### src/rtw_pkg.sv
// Shared constants, register map and state types for the clock calendar block.
package rtw_pkg;

	// Register indices on the plain register port.
	localparam logic [3:0] ADDR_CONFIG_ONE = 4'h0;
	localparam logic [3:0] ADDR_DRIFT_TRIM = 4'h1;
	localparam logic [3:0] ADDR_CONFIG_TWO = 4'h2;
	localparam logic [3:0] ADDR_ALARM_CONFIG = 4'h3;
	localparam logic [3:0] ADDR_REPEAT_COUNT = 4'h4;
	localparam logic [3:0] ADDR_TIME_HIGH = 4'h5;
	localparam logic [3:0] ADDR_TIME_LOW = 4'h6;
	localparam logic [3:0] ADDR_ALARM_HIGH = 4'h7;
	localparam logic [3:0] ADDR_ALARM_LOW = 4'h8;
	localparam logic [3:0] ADDR_UNLOCK = 4'h9;

	// Unlock sequence: two writes of these keys to the unlock register.
	localparam logic [7:0] UNLOCK_KEY_ONE = 8'h55;
	localparam logic [7:0] UNLOCK_KEY_TWO = 8'haa;
	localparam logic [7:0] LOCK_KEY = 8'h00;

	// Bit positions in the first configuration register.
	localparam int BIT_MODULE_ON = 7;
	localparam int BIT_WRITE_UNLOCK = 5;
	localparam int BIT_RIPPLE = 4;
	localparam int BIT_HALF_SECOND = 3;
	localparam int BIT_OUTPUT_ON = 2;

	// Bit positions in the alarm configuration register.
	localparam int BIT_ALARM_ON = 7;
	localparam int BIT_CHIME = 6;

	// Window pointer codes.
	localparam logic [1:0] PTR_ZERO = 2'h0;
	localparam logic [1:0] PTR_ONE = 2'h1;
	localparam logic [1:0] PTR_TWO = 2'h2;
	localparam logic [1:0] PTR_THREE = 2'h3;

	// Field masks that force unused bits of each slot to zero.
	localparam logic [7:0] MASK_MIN_SEC = 8'h7f;
	localparam logic [7:0] MASK_HOUR_DAY = 8'h3f;
	localparam logic [7:0] MASK_MONTH = 8'h1f;
	localparam logic [7:0] MASK_WEEKDAY = 8'h07;
	localparam logic [7:0] MASK_YEAR = 8'hff;

	// Reset values and the repeat counter wrap value.
	localparam logic [7:0] RESET_BYTE = 8'h00;
	localparam logic [7:0] RESET_DAY = 8'h01;
	localparam logic [7:0] COUNT_TOP = 8'hff;

	// Alarm interval mask codes.
	localparam logic [3:0] AM_HALF = 4'h0;
	localparam logic [3:0] AM_SEC = 4'h1;
	localparam logic [3:0] AM_TEN_SEC = 4'h2;
	localparam logic [3:0] AM_MIN = 4'h3;
	localparam logic [3:0] AM_TEN_MIN = 4'h4;
	localparam logic [3:0] AM_HOUR = 4'h5;
	localparam logic [3:0] AM_DAY = 4'h6;
	localparam logic [3:0] AM_WEEK = 4'h7;
	localparam logic [3:0] AM_MONTH = 4'h8;
	localparam logic [3:0] AM_YEAR = 4'h9;

	// Timebase and calibration.
	localparam int TIMEBASE_HZ = 32768;
	localparam int HALF_TICKS = TIMEBASE_HZ / 2;
	localparam int TRIM_STEP = 4;
	localparam logic [3:0] BCD_NINE = 4'h9;

	// Register port request.
	typedef struct packed {
		logic [3:0] addr;
		logic [7:0] wdata;
		logic wr;
		logic rd;
	} rtw_req_t;

	// Calendar time in BCD, one byte per slot.
	typedef struct packed {
		logic [7:0] year;
		logic [7:0] month;
		logic [7:0] day;
		logic [7:0] weekday;
		logic [7:0] hour;
		logic [7:0] minute;
		logic [7:0] second;
	} rtw_time_t;

	// Alarm compare values.
	typedef struct packed {
		logic [7:0] month;
		logic [7:0] day;
		logic [7:0] weekday;
		logic [7:0] hour;
		logic [7:0] minute;
		logic [7:0] second;
	} rtw_alarm_t;

	typedef enum logic [1:0] {
		UL_IDLE,
		UL_FIRST
	} rtw_unlock_t;

endpackage

### src/rtw_core.sv
// Register window, BCD calendar and alarm of the clock calendar block.
//
// Behaviour
// The write-unlock bit changes only through the two-write unlock sequence; the code clears it on a single write of 00h.
// Read-only ripple flag is high while a rollover may corrupt reads.
// Read-only half-second bit; cleared when the seconds slot is written.
// Time pointer decrements on each high time window access, stops at zero.
// High time window: minutes, weekday, month, reserved.
// Low time window: seconds, hours, day, year.
// Reserved high slot reads zero but still decrements the pointer.
// Drift trim adds or drops four timebase pulses per code each minute.
// Second configuration register is cleared only by power-on reset.
// With chime set the repeat counter wraps from 00h to FFh.
// Repeat counter decrements on every alarm event.
// Without chime the repeat counter stops at 00h.
// Count FFh gives 255 repeats after the first; 00h gives none.
// Alarm slots are reached through windows indexed by the alarm pointer.
// Alarm pointer decrements on high alarm window access; code 11 unused.
// Year is two BCD digits, writable only while unlocked.
// Month, day, weekday and hour writes need the unlock bit set.
// Month: one tens bit at bit 4, ones in bits 3-0.
// Day: tens in bits 5-4, ones in bits 3-0, upper bits zero.
// Weekday: bits 2-0 from 0 to 6, upper bits zero.
// Hour: tens in bits 5-4, ones in bits 3-0, 24-hour time.
// Minute and second: tens in bits 6-4, ones in 3-0, bit 7 zero.
// Enable bit and time window writes are ignored while locked.
// Alarm windows map like the time windows, with slot 11 of both reserved.
// Alarm interval selectable from half second to year.
// BCD ones digits carry into tens at ten, not sixteen.
// Alarm enable clears itself after the last alarm without chime.
// Alarm mask codes ascend half second to month, 1001 yearly.
// Module enable runs timekeeping; output enable gates the output pin.
//
// Design decisions made here: strobed register access and the register addresses.
`timescale 1ns/1ps
module rtw_core
	import rtw_pkg::*;
#(
	parameter int TICKS_PER_HALF = HALF_TICKS
) (
	// Clock and resets.
	input wire logic mclk,
	input wire logic rstn,
	input wire logic por_n,
	// Timebase input from the 32.768 kHz oscillator domain.
	input wire logic timebase_in,
	// Register port.
	input wire rtw_pkg::rtw_req_t req,
	output logic [7:0] rdata,
	// Pins and status.
	output logic clock_out,
	output logic alarm_pulse
);
	import rtw_pkg::*;

	typedef struct packed {
		logic [1:0] tb_sync;
		logic tb_prev;
		logic module_on;
		logic unlock;
		logic out_on;
		logic half;
		logic ripple;
		logic [1:0] tptr;
		logic [7:0] trim;
		logic [7:0] cfg_two;
		logic alarm_on;
		logic chime;
		logic [3:0] alarm_interval_mask;
		logic [1:0] aptr;
		logic [7:0] rpt;
		rtw_time_t tm;
		rtw_alarm_t al;
		logic [15:0] sub;
		logic [5:0] min_secs;
		rtw_unlock_t ul;
		logic [7:0] rdata;
		logic clock_out;
		logic alarm_pulse;
	} st_t;

	st_t s;
	st_t n;
	logic [7:0] cfg_two_q;

	// Increment one BCD byte with ones carry at ten; wrap to lo past hi.
	function automatic logic [7:0] bcd_inc(input logic [7:0] v,
		input logic [7:0] lo, input logic [7:0] hi);
		logic [7:0] r;
		r = v;
		if (v == hi) begin
			r = lo;
		end else if (v[3:0] == BCD_NINE) begin
			r = {v[7:4] + 4'h1, 4'h0};
		end else begin
			r = {v[7:4], v[3:0] + 4'h1};
		end
		return r;
	endfunction

	// Last day of the month, with every fourth year a leap year.
	function automatic logic [7:0] month_end(input logic [7:0] mon,
		input logic [7:0] yr);
		logic [7:0] r;
		r = 8'h31;
		unique case (mon)
			8'h02: r = ((yr[4] ^ yr[1]) || yr[0]) ? 8'h28 : 8'h29;
			8'h04, 8'h06, 8'h09, 8'h11: r = 8'h30;
			default: r = 8'h31;
		endcase
		return r;
	endfunction

	logic tick;
	logic sec_tick;
	logic wr_th;
	logic wr_tl;
	logic acc_th;
	logic acc_ah;
	logic [15:0] half_len;
	logic [7:0] th_val;
	logic [7:0] tl_val;
	logic [7:0] ah_val;
	logic [7:0] al_val;
	logic match;
	logic [7:0] wv;

	always_comb begin
		n = s;
		wv = req.wdata;
		n.tb_sync = {s.tb_sync[0], timebase_in};
		n.tb_prev = s.tb_sync[1];
		tick = s.tb_sync[1] & ~s.tb_prev & s.module_on;
		// Trim stretches or shortens the last half second of each minute.
		half_len = 16'(TICKS_PER_HALF) - 16'h1;
		if (s.min_secs == 6'd59 && s.half) begin
			half_len = 16'(half_len - 16'(signed'(s.trim)) * 16'(TRIM_STEP));
		end
		sec_tick = 1'b0;
		if (tick) begin
			if (s.sub >= half_len) begin
				n.sub = 16'h0;
				n.half = ~s.half;
				sec_tick = s.half;
			end else begin
				n.sub = s.sub + 16'h1;
			end
		end
		// Ripple flag covers the last timebase counts before a rollover.
		n.ripple = s.module_on && s.half && (s.sub + 16'h20 >= half_len);
		if (sec_tick) begin
			n.min_secs = (s.min_secs == 6'd59) ? 6'd0 : s.min_secs + 6'd1;
			n.tm.second = bcd_inc(s.tm.second, 8'h00, 8'h59);
			if (s.tm.second == 8'h59) begin
				n.tm.minute = bcd_inc(s.tm.minute, 8'h00, 8'h59);
				if (s.tm.minute == 8'h59) begin
					n.tm.hour = bcd_inc(s.tm.hour, 8'h00, 8'h23);
					if (s.tm.hour == 8'h23) begin
						n.tm.weekday = bcd_inc(s.tm.weekday, 8'h00, 8'h06);
						n.tm.day = bcd_inc(s.tm.day, RESET_DAY,
							month_end(s.tm.month, s.tm.year));
						if (s.tm.day == month_end(s.tm.month, s.tm.year)) begin
							n.tm.month = bcd_inc(s.tm.month, RESET_DAY, 8'h12);
							if (s.tm.month == 8'h12) begin
								n.tm.year = bcd_inc(s.tm.year, 8'h00, 8'h99);
							end
						end
					end
				end
			end
		end

		// Window read values.
		unique case (s.tptr)
			PTR_ZERO: th_val = s.tm.minute;
			PTR_ONE: th_val = s.tm.weekday;
			PTR_TWO: th_val = s.tm.month;
			PTR_THREE: th_val = RESET_BYTE;
		endcase
		unique case (s.tptr)
			PTR_ZERO: tl_val = s.tm.second;
			PTR_ONE: tl_val = s.tm.hour;
			PTR_TWO: tl_val = s.tm.day;
			PTR_THREE: tl_val = s.tm.year;
		endcase
		unique case (s.aptr)
			PTR_ZERO: ah_val = s.al.minute;
			PTR_ONE: ah_val = s.al.weekday;
			PTR_TWO: ah_val = s.al.month;
			PTR_THREE: ah_val = RESET_BYTE;
		endcase
		unique case (s.aptr)
			PTR_ZERO: al_val = s.al.second;
			PTR_ONE: al_val = s.al.hour;
			PTR_TWO: al_val = s.al.day;
			PTR_THREE: al_val = RESET_BYTE;
		endcase

		// Alarm comparison by interval mask.
		match = 1'b0;
		if (tick && s.sub >= half_len) begin
			unique case (s.alarm_interval_mask)
				AM_HALF: match = 1'b1;
				AM_SEC: match = s.half;
				AM_TEN_SEC: match = s.half && s.tm.second[3:0] == s.al.second[3:0];
				AM_MIN: match = s.half && s.tm.second == s.al.second;
				AM_TEN_MIN: match = s.half && s.tm.second == s.al.second
					&& s.tm.minute[3:0] == s.al.minute[3:0];
				AM_HOUR: match = s.half && s.tm.second == s.al.second
					&& s.tm.minute == s.al.minute;
				AM_DAY: match = s.half && {s.tm.second, s.tm.minute, s.tm.hour}
					== {s.al.second, s.al.minute, s.al.hour};
				AM_WEEK: match = s.half && {s.tm.second, s.tm.minute, s.tm.hour,
					s.tm.weekday} == {s.al.second, s.al.minute, s.al.hour,
					s.al.weekday};
				AM_MONTH: match = s.half && {s.tm.second, s.tm.minute, s.tm.hour,
					s.tm.day} == {s.al.second, s.al.minute, s.al.hour, s.al.day};
				AM_YEAR: match = s.half && {s.tm.second, s.tm.minute, s.tm.hour,
					s.tm.day, s.tm.month} == {s.al.second, s.al.minute,
					s.al.hour, s.al.day, s.al.month};
				default: match = 1'b0;
			endcase
		end
		n.alarm_pulse = match && s.alarm_on;
		if (match && s.alarm_on) begin
			if (s.rpt != RESET_BYTE) begin
				n.rpt = s.rpt - 8'h1;
			end else if (s.chime) begin
				n.rpt = COUNT_TOP;
			end else begin
				n.alarm_on = 1'b0;
			end
		end

		// Register writes.
		acc_th = (req.wr || req.rd) && req.addr == ADDR_TIME_HIGH;
		acc_ah = (req.wr || req.rd) && req.addr == ADDR_ALARM_HIGH;
		wr_th = req.wr && req.addr == ADDR_TIME_HIGH && s.unlock;
		wr_tl = req.wr && req.addr == ADDR_TIME_LOW && s.unlock;
		if (req.wr) begin
			unique case (req.addr)
				ADDR_CONFIG_ONE: begin
					if (s.unlock) begin
						n.module_on = wv[BIT_MODULE_ON];
					end
					n.out_on = wv[BIT_OUTPUT_ON];
					n.tptr = wv[1:0];
				end
				ADDR_DRIFT_TRIM: n.trim = wv;
				ADDR_ALARM_CONFIG: begin
					n.alarm_on = wv[BIT_ALARM_ON];
					n.chime = wv[BIT_CHIME];
					n.alarm_interval_mask = wv[5:2];
					n.aptr = wv[1:0];
				end
				ADDR_REPEAT_COUNT: n.rpt = wv;
				ADDR_UNLOCK: begin
					n.ul = UL_IDLE;
					if (wv == UNLOCK_KEY_ONE) begin
						n.ul = UL_FIRST;
					end else if (wv == UNLOCK_KEY_TWO && s.ul == UL_FIRST) begin
						n.unlock = 1'b1;
					end else if (wv == LOCK_KEY) begin
						n.unlock = 1'b0;
					end
				end
				default: n.ul = s.ul;
			endcase
		end
		if (wr_th) begin
			unique case (s.tptr)
				PTR_ZERO: n.tm.minute = wv & MASK_MIN_SEC;
				PTR_ONE: n.tm.weekday = wv & MASK_WEEKDAY;
				PTR_TWO: n.tm.month = wv & MASK_MONTH;
				PTR_THREE: n.tm.month = s.tm.month;
			endcase
		end
		if (wr_tl) begin
			unique case (s.tptr)
				PTR_ZERO: begin
					n.tm.second = wv & MASK_MIN_SEC;
					n.half = 1'b0;
					n.sub = 16'h0;
					n.min_secs = 6'd0;
				end
				PTR_ONE: n.tm.hour = wv & MASK_HOUR_DAY;
				PTR_TWO: n.tm.day = wv & MASK_HOUR_DAY;
				PTR_THREE: n.tm.year = wv & MASK_YEAR;
			endcase
		end
		if (req.wr && s.unlock && req.addr == ADDR_ALARM_HIGH) begin
			unique case (s.aptr)
				PTR_ZERO: n.al.minute = wv & MASK_MIN_SEC;
				PTR_ONE: n.al.weekday = wv & MASK_WEEKDAY;
				PTR_TWO: n.al.month = wv & MASK_MONTH;
				PTR_THREE: n.al.month = s.al.month;
			endcase
		end
		if (req.wr && s.unlock && req.addr == ADDR_ALARM_LOW) begin
			unique case (s.aptr)
				PTR_ZERO: n.al.second = wv & MASK_MIN_SEC;
				PTR_ONE: n.al.hour = wv & MASK_HOUR_DAY;
				PTR_TWO: n.al.day = wv & MASK_HOUR_DAY;
				PTR_THREE: n.al.day = s.al.day;
			endcase
		end
		if (acc_th && s.tptr != PTR_ZERO) begin
			n.tptr = s.tptr - 2'h1;
		end
		if (acc_ah && s.aptr != PTR_ZERO) begin
			n.aptr = s.aptr - 2'h1;
		end

		// Read data stands in the cycle after the read strobe.
		n.rdata = RESET_BYTE;
		if (req.rd) begin
			unique case (req.addr)
				ADDR_CONFIG_ONE: n.rdata = {s.module_on, 1'b0, s.unlock,
					s.ripple, s.half, s.out_on, s.tptr};
				ADDR_DRIFT_TRIM: n.rdata = s.trim;
				ADDR_CONFIG_TWO: n.rdata = cfg_two_q;
				ADDR_ALARM_CONFIG: n.rdata = {s.alarm_on, s.chime, s.alarm_interval_mask,
					s.aptr};
				ADDR_REPEAT_COUNT: n.rdata = s.rpt;
				ADDR_TIME_HIGH: n.rdata = th_val;
				ADDR_TIME_LOW: n.rdata = tl_val;
				ADDR_ALARM_HIGH: n.rdata = ah_val;
				ADDR_ALARM_LOW: n.rdata = al_val;
				default: n.rdata = RESET_BYTE;
			endcase
		end
		n.clock_out = s.out_on && (cfg_two_q[1] ? s.half : n.alarm_pulse);
	end

	always_ff @(posedge mclk) begin
		if (!rstn) begin
			s <= '0;
			s.tm.day <= RESET_DAY;
			s.tm.month <= RESET_DAY;
		end else begin
			s <= n;
		end
	end

	// Kept apart from the main state so only power-on reset clears it.
	always_ff @(posedge mclk) begin
		if (!por_n) begin
			cfg_two_q <= RESET_BYTE;
		end else if (req.wr && req.addr == ADDR_CONFIG_TWO) begin
			cfg_two_q <= req.wdata;
		end
	end

	assign rdata = s.rdata;
	assign clock_out = s.clock_out;
	assign alarm_pulse = s.alarm_pulse;

endmodule

### config.mk
export PLATFORM = sky130hd
export DESIGN_NAME = rtw_core
export DESIGN_NICKNAME = d
export VERILOG_FILES = /design/src/rtw_pkg.sv /design/src/rtw_core.sv
export SDC_FILE = /design/constraint.sdc
export NUM_CORES = 1
export LEC_CHECK = 0
export BUFFER_PORTS_ARGS = -buffer_cell sky130_fd_sc_hd__buf_4
export CAP_MARGIN = 10
export CORE_ASPECT_RATIO = 1.75
export CORE_MARGIN = 4
export CORE_UTILIZATION = 30
export DETAILED_ROUTE_END_ITERATION = 10
export PLACE_DENSITY_LB_ADDON = 0.05
export SYNTH_ARGS = -nofsm -noshare
export SYNTH_HDL_FRONTEND = slang
export SYNTH_SLANG_ARGS = --single-unit
export TNS_END_PERCENT = 50
### constraint.sdc
create_clock -name mclk -period 12.6 [get_ports mclk]
set_clock_uncertainty 0.05 [all_clocks]
set_input_delay 1.89 -clock mclk [delete_from_list [all_inputs] [get_ports mclk]]
set_output_delay 1.89 -clock mclk [all_outputs]
set_load 0.01 [all_outputs]
### Word-level counts from Yosys, hierarchy flattened

Index checks and enable logic that the tools add are counted.

| storage, ports and cells | value |
|---|---|
| register bits after elaboration | 166 |
| bits of input ports | 18 |
| output and inout bits | 10 |
| logic and storage cells | 255 |

| cells by class | value |
|---|---|
| $add $sub $neg | 21 |
| magnitude comparators | 2 |
| eq/ne operators | 56 |
| mux-type cells | 78 |
| bitwise logic cells | 6 |
| reduce and logical (&&, ||, !) cells | 58 |

Operator list:

| operator | count |
|---|---|
| $mux W8 | 38 |
| $pmux W8 S4 | 4 |
| $mux W16 | 5 |
| $pmux W8 S9 | 1 |
| $eq A32 B31 Y1 | 2 |
| $add A4 B1 Y4 const B | 14 |
| $mux W56 | 1 |
| $mux W48 | 1 |
| $eq A4 B4 Y1 const B | 11 |
| $mux W22 | 2 |
| $eq A40 B39 Y1 | 1 |
| $mux W40 | 1 |
| $eq A4 B3 Y1 const B | 8 |
| $ge A16 B16 Y1 | 2 |
| $mux W32 | 1 |
| $logic_and A1 B1 Y1 | 27 |
| $reduce_and A2 Y1 | 13 |
| $eq A24 B23 Y1 | 1 |
| $eq A8 B3 Y1 const B | 3 |
| $eq A8 B7 Y1 const B | 3 |
| $add A16 B1 Y16 const B | 1 |
| $add A16 B6 Y16 const B | 1 |
| $eq A4 B2 Y1 const B | 4 |
| $eq A8 B5 Y1 const B | 2 |
| other kinds (35) | 74 |

### Logic depth before layout (Yosys ltp)

| logic depth | value |
|---|---|
| depth in word-level cells | 16 |
| gate-level depth with buffers | 20 |
| gate-level depth less buffers | 19 |

### Worst setup path after synthesis

OpenSTA, ideal clock, no wires.

| path | value |
|---|---|
| path type | reg-to-reg |
| from | register s[12] (netlist bit) |
| to | register s[136] (netlist bit) |
| library setup time | 0.074 ns |
| arrival time | 4.263 ns |
| data required time | 12.476 ns |
| setup slack | 8.213 ns |
| cell stages (with the launch flop) | 18 |
| buffers on the path | 1 |
| clock period less this slack | 4.387 ns |
| cells stage by stage | dfxtp_1 > ha_1 > nand2_1 > nor3_1 > nand3_1 > inv_1 > ha_1 > nand3_1 > o41ai_1 > ha_1 > and4b_1 > and2_1 > and4_1 > nand2b_1 > or4_1 > buf_2 > or4b_1 > a31oi_1 |

| on the way | value |
|---|---|
| word-level cells in the longest chain between the ends | 9 |

Ends and longest elaborated chain:

| element | RTL line | RTL |
|---|---|---|
| from (decl) | rtw_core.sv:82 | `st_t s;` |
| from (signal assigned) | rtw_core.sv:341 | `s <= n;` |
| $eq A6 B6 Y1 (*) | rtw_core.sv:136 | `if (s.min_secs == 6'd59 && s.half) begin` |
| $logic_and A1 B1 Y1 (*) | rtw_core.sv:136 |  |
| $mux W16 (*) | rtw_core.sv:136 |  |
| $ge A16 B16 Y1 (*) | rtw_core.sv:141 | `if (s.sub >= half_len) begin` |
| $mux W1 (*) | rtw_core.sv:141 |  |
| $mux W1 (*) | rtw_core.sv:140 | `if (tick) begin` |
| $mux W56 (*) | rtw_core.sv:151 | `if (sec_tick) begin` |
| $mux W8 | rtw_core.sv:279 | `unique case (s.tptr)` |
| $mux W8 (*) | rtw_core.sv:278 | `if (wr_tl) begin` |

Mark *: on every way between the ends. The rest lies on a longest branch, timed or not.
A chain may end at the register's enable or synchronous reset.

### Final worst setup path

| path | value |
|---|---|
| from | register s[12] (netlist bit) |
| to | register s[127] (netlist bit) |

| on the way | value |
|---|---|
| word-level cells in the longest chain between the ends | 9 |

Ends and longest elaborated chain:

| element | RTL line | RTL |
|---|---|---|
| $eq A6 B6 Y1 (*) | rtw_core.sv:136 |  |
| $logic_and A1 B1 Y1 (*) | rtw_core.sv:136 |  |
| $mux W16 (*) | rtw_core.sv:136 |  |
| $ge A16 B16 Y1 (*) | rtw_core.sv:141 |  |
| $mux W1 (*) | rtw_core.sv:141 |  |
| $mux W1 (*) | rtw_core.sv:140 |  |
| $mux W56 (*) | rtw_core.sv:151 |  |
| $pmux W8 S2 | rtw_core.sv:271 | `unique case (s.tptr)` |
| $mux W8 (*) | rtw_core.sv:270 | `if (wr_th) begin` |

Marks and branches as above.

==> results.py <==
metrics = {
    "status": {
        "outcome": "completed",
    },
    "power": {
        "netSwitchingFraction": 0.241,
        "ir_drop_uv": 85.5,
        "p_comb_frac": 0.050,
        "p_leak_uw": 0.00426,
        "p_int_uw": 906,
        "p_sw_uw": 288,
        "pwr-share-seq": 0.442,
        "finalPower_uw": 1190,
        "pwr-share-clk": 0.508,
        "powerDensity_mw_per_mm2": 105,
    },
    "floorplan": {
        "start_util": 0.304,
        "rows": 89,
        "die_h_um": 252,
        "ioPinCount": 28,
        "die_x_um": 148,
        "core_mm2": 0.0336,
        "dieArea_mm2": 0.0372,
    },
    "synth": {
        "synth_warnings": 0,
        "ys_seq_area_frac": 0.323,
        "synth_xor_area_frac": 0.0669,
        "syn_nets": 1389,
        "muxShareOfSynthArea": 0.0436,
        "synth_adder_area_share": 0.0723,
        "syn_inst": 1312,
        "synthesis.area_mm2": 0.0102,
        "avgSynthCellArea_um2": 7.79,
        "synth-edff-count": 0,
        "synthFlopType": "dfxtp_1",
        "synth_seq_cells": 165,
        "synth_cell_type_count": 67,
        "yosys.area_share.simple": 0.248,
        "synth_top_family_by_area": "simple AND/OR/NAND/NOR gates",
        "synth_compound_area_frac": 0.198,
        "async_flop_share": 0,
    },
    "timing": {
        "hold_violations": 0,
        "fmax_ghz": 0.154,
        "slew_viol_final": 0,
        "tightestPinTransition_ns": 1.03,
        "finalSetupViolCount": 0,
        "final.min_clock_period_ns": 6.48,
        "slew_headroom": 0.317,
        "rsz0062_at_grt": "false",
        "fin_crit_sh": 0.515,
        "tns_ns": 0,
        "setup_slack_ns": 6.12,
    },
    "detailed_routing": {
        "drt-wirelength-per-cell_um": 23.1,
        "viasPerCell": 5.52,
        "num_vias": 9627,
        "drt_first_iter_violations": 608,
        "ant_nets": 0,
        "drt-total-wl_mm": 40.3,
        "drc": 0,
        "firstDrtPassIters": 6,
    },
    "final_layout": {
        "final_common_cell": "dfxtp_1",
        "antenna_cells": 0,
        "nFillCells": 3659,
        "final_cell_mix": "165 x dfxtp_1, 148 x nor2_1, 131 x nand2_1",
        "areaGrowthSynthToFinish_pct": 11.0,
        "drive_gt1_frac": 0.0613,
        "nets": 1352,
    },
    "worst_hold_path": {
        "whs_endpoint": "n[177]",
        "min_from": "n[179]",
        "hp-class": "register to register",
        "hold-path-cell-count": 1,
    },
    "worst_setup_path": {
        "worstRegToRegCells": 17,
        "critPathMaxFanout": 12,
        "critPathKind": "register to register",
        "reg2reg_to": "s[127]",
        "r2r_setup_slack_ns": 6.12,
        "critPathArrivalTime_ns": 6.78,
        "startpoint": "s[12]",
        "worstPathRequired_ns": 12.90,
        "timing.rr.start": "s[12]",
        "startpoint_type": "register",
        "worst_setup_path_end_kind": "register",
    },
    "flow_run": {
        "maxCapViolCount": 0,
    },
    "place": {
        "gp_congestion": 0.831,
        "dp_hpwl_mm": 30.0,
        "post-place-ws_ns": 6.11,
        "io_buffers": 27,
    },
    "clock_network": {
        "cts-root-buf": "clkbuf_16",
        "postCtsHoldBufs": 0,
        "htree_levels": 4,
        "clk_latency_ns": 0.45,
        "clock-sinks": 165,
        "cts_made_buffers": 17,
        "ctsResizeCount": 0,
        "cts_setup_buffers": 0,
        "clockBufferDepth": 2,
        "cts_tree": "done",
        "clk_pin_slew_worst_paths_ns": 0.07,
    },
    "global_routing": {
        "grt_pass1_vias": 9543,
        "grt_overflow": 0,
        "grt_pass1_wl_mm": 60.8,
        "grt_max_degree": 67,
        "grtUsageTotal": 0.217,
        "antenna_found_initial": 0,
    },
}
## routing by layer
layer	vias to the layer above	wire length (µm)	GRT usage
li1	4636	-	-
met1	4717	15100	0.226
met2	211	22400	0.431
met3	63	1180	0.0235
met4	0	1630	0.0946
met5	-	0	0
## flip-flops by register name, summed over array words and instances, names as in the netlist
register / flops
clock_out: 1
cfg_two_q: 8
s: 145
rdata: 8
alarm_pulse: 1
n: 2
## logic make-up after synthesis
| family | count (synthesis) |
|---|---|
| AOI/OAI and AO/OA | 316 |
| xor gates and xnor gates | 78 |
| adders and majority gates | 59 |
| buffers and inverters | 123 |
| DFF | 165 |
| muxes | 43 |
| and+or+nand+nor | 528 |
## worst max path at each step
stage / to / cells past startpoint
detailed placement: s[127] / 17
finish: s[127] / 17
floorplan: s[136] / 17
global route: s[127] / 17
global placement: s[127] / 17
CTS: s[127] / 17
## critical path, cell delays in order (launching register included)
cell and delay [ns]:
dfxtp_1 0.37, ha_1 0.20, nand2_1 0.06, nor3_1 0.67, nand3_1 0.26, inv_1 0.34
ha_1 0.20, nand3_1 0.11, o41ai_1 0.87, ha_1 0.30, and4b_1 0.52, and2_1 0.29
and4_1 0.31, nor2b_1 0.50, nand3_1 0.46, o21ai_0 0.48, a211oi_1 0.13, a31o_2 0.25
## layout make-up
type,count,area (µm²),area share
Clock buffer,20,467,0.0412
Clock inverter,12,200,0.0177
Timing Repair Buffer,36,270,0.0238
Multi-Input combinational cell,1024,6410,0.566
Tap cell,455,569,0.0502
Inverter,31,116,0.0103
Sequential cell,165,3300,0.291
## power by group through the flow
stage	Combinational, µW	Clock [µW]	Sequential, µW
2_1_floorplan	35.6	0	537
3_3_place_gp	60.6	0	540
3_5_place_dp	60.4	0	540
4_1_cts	60.7	623	528
5_1_grt	64.5	639	528
6_report	60.0	607	528
## cells in the mapped netlist (all sizes together) (19+ instances only)
cell / instances / area [µm²]
clkbuf: 75 / 282
a211oi: 23 / 173
nor2: 148 / 556
nand2: 131 / 492
nand4: 20 / 125
o21ai: 67 / 335
nand3: 80 / 400
ha: 59 / 738
a21oi: 100 / 500
a22oi: 25 / 188
dfxtp: 165 / 3300
nor2b: 19 / 119
inv: 31 / 116
xnor2: 21 / 184
and3: 22 / 138
mux2i: 40 / 400
nor3: 31 / 155
xor2: 57 / 499
## per-stage QoR
stage	area (µm²)	utilization	std cells	hold WS [ns]
6_report	11300	0.337	1743	0.387
5_1_grt	11300	0.337	1743	0.436
4_1_cts	11300	0.337	1743	0.390
3_5_place_dp	10700	0.317	1711	0.380
3_3_place_gp	10700	0.317	1711	0.367
2_1_floorplan	10200	-	1312	0.362
(Power assumes the default switching activity.)
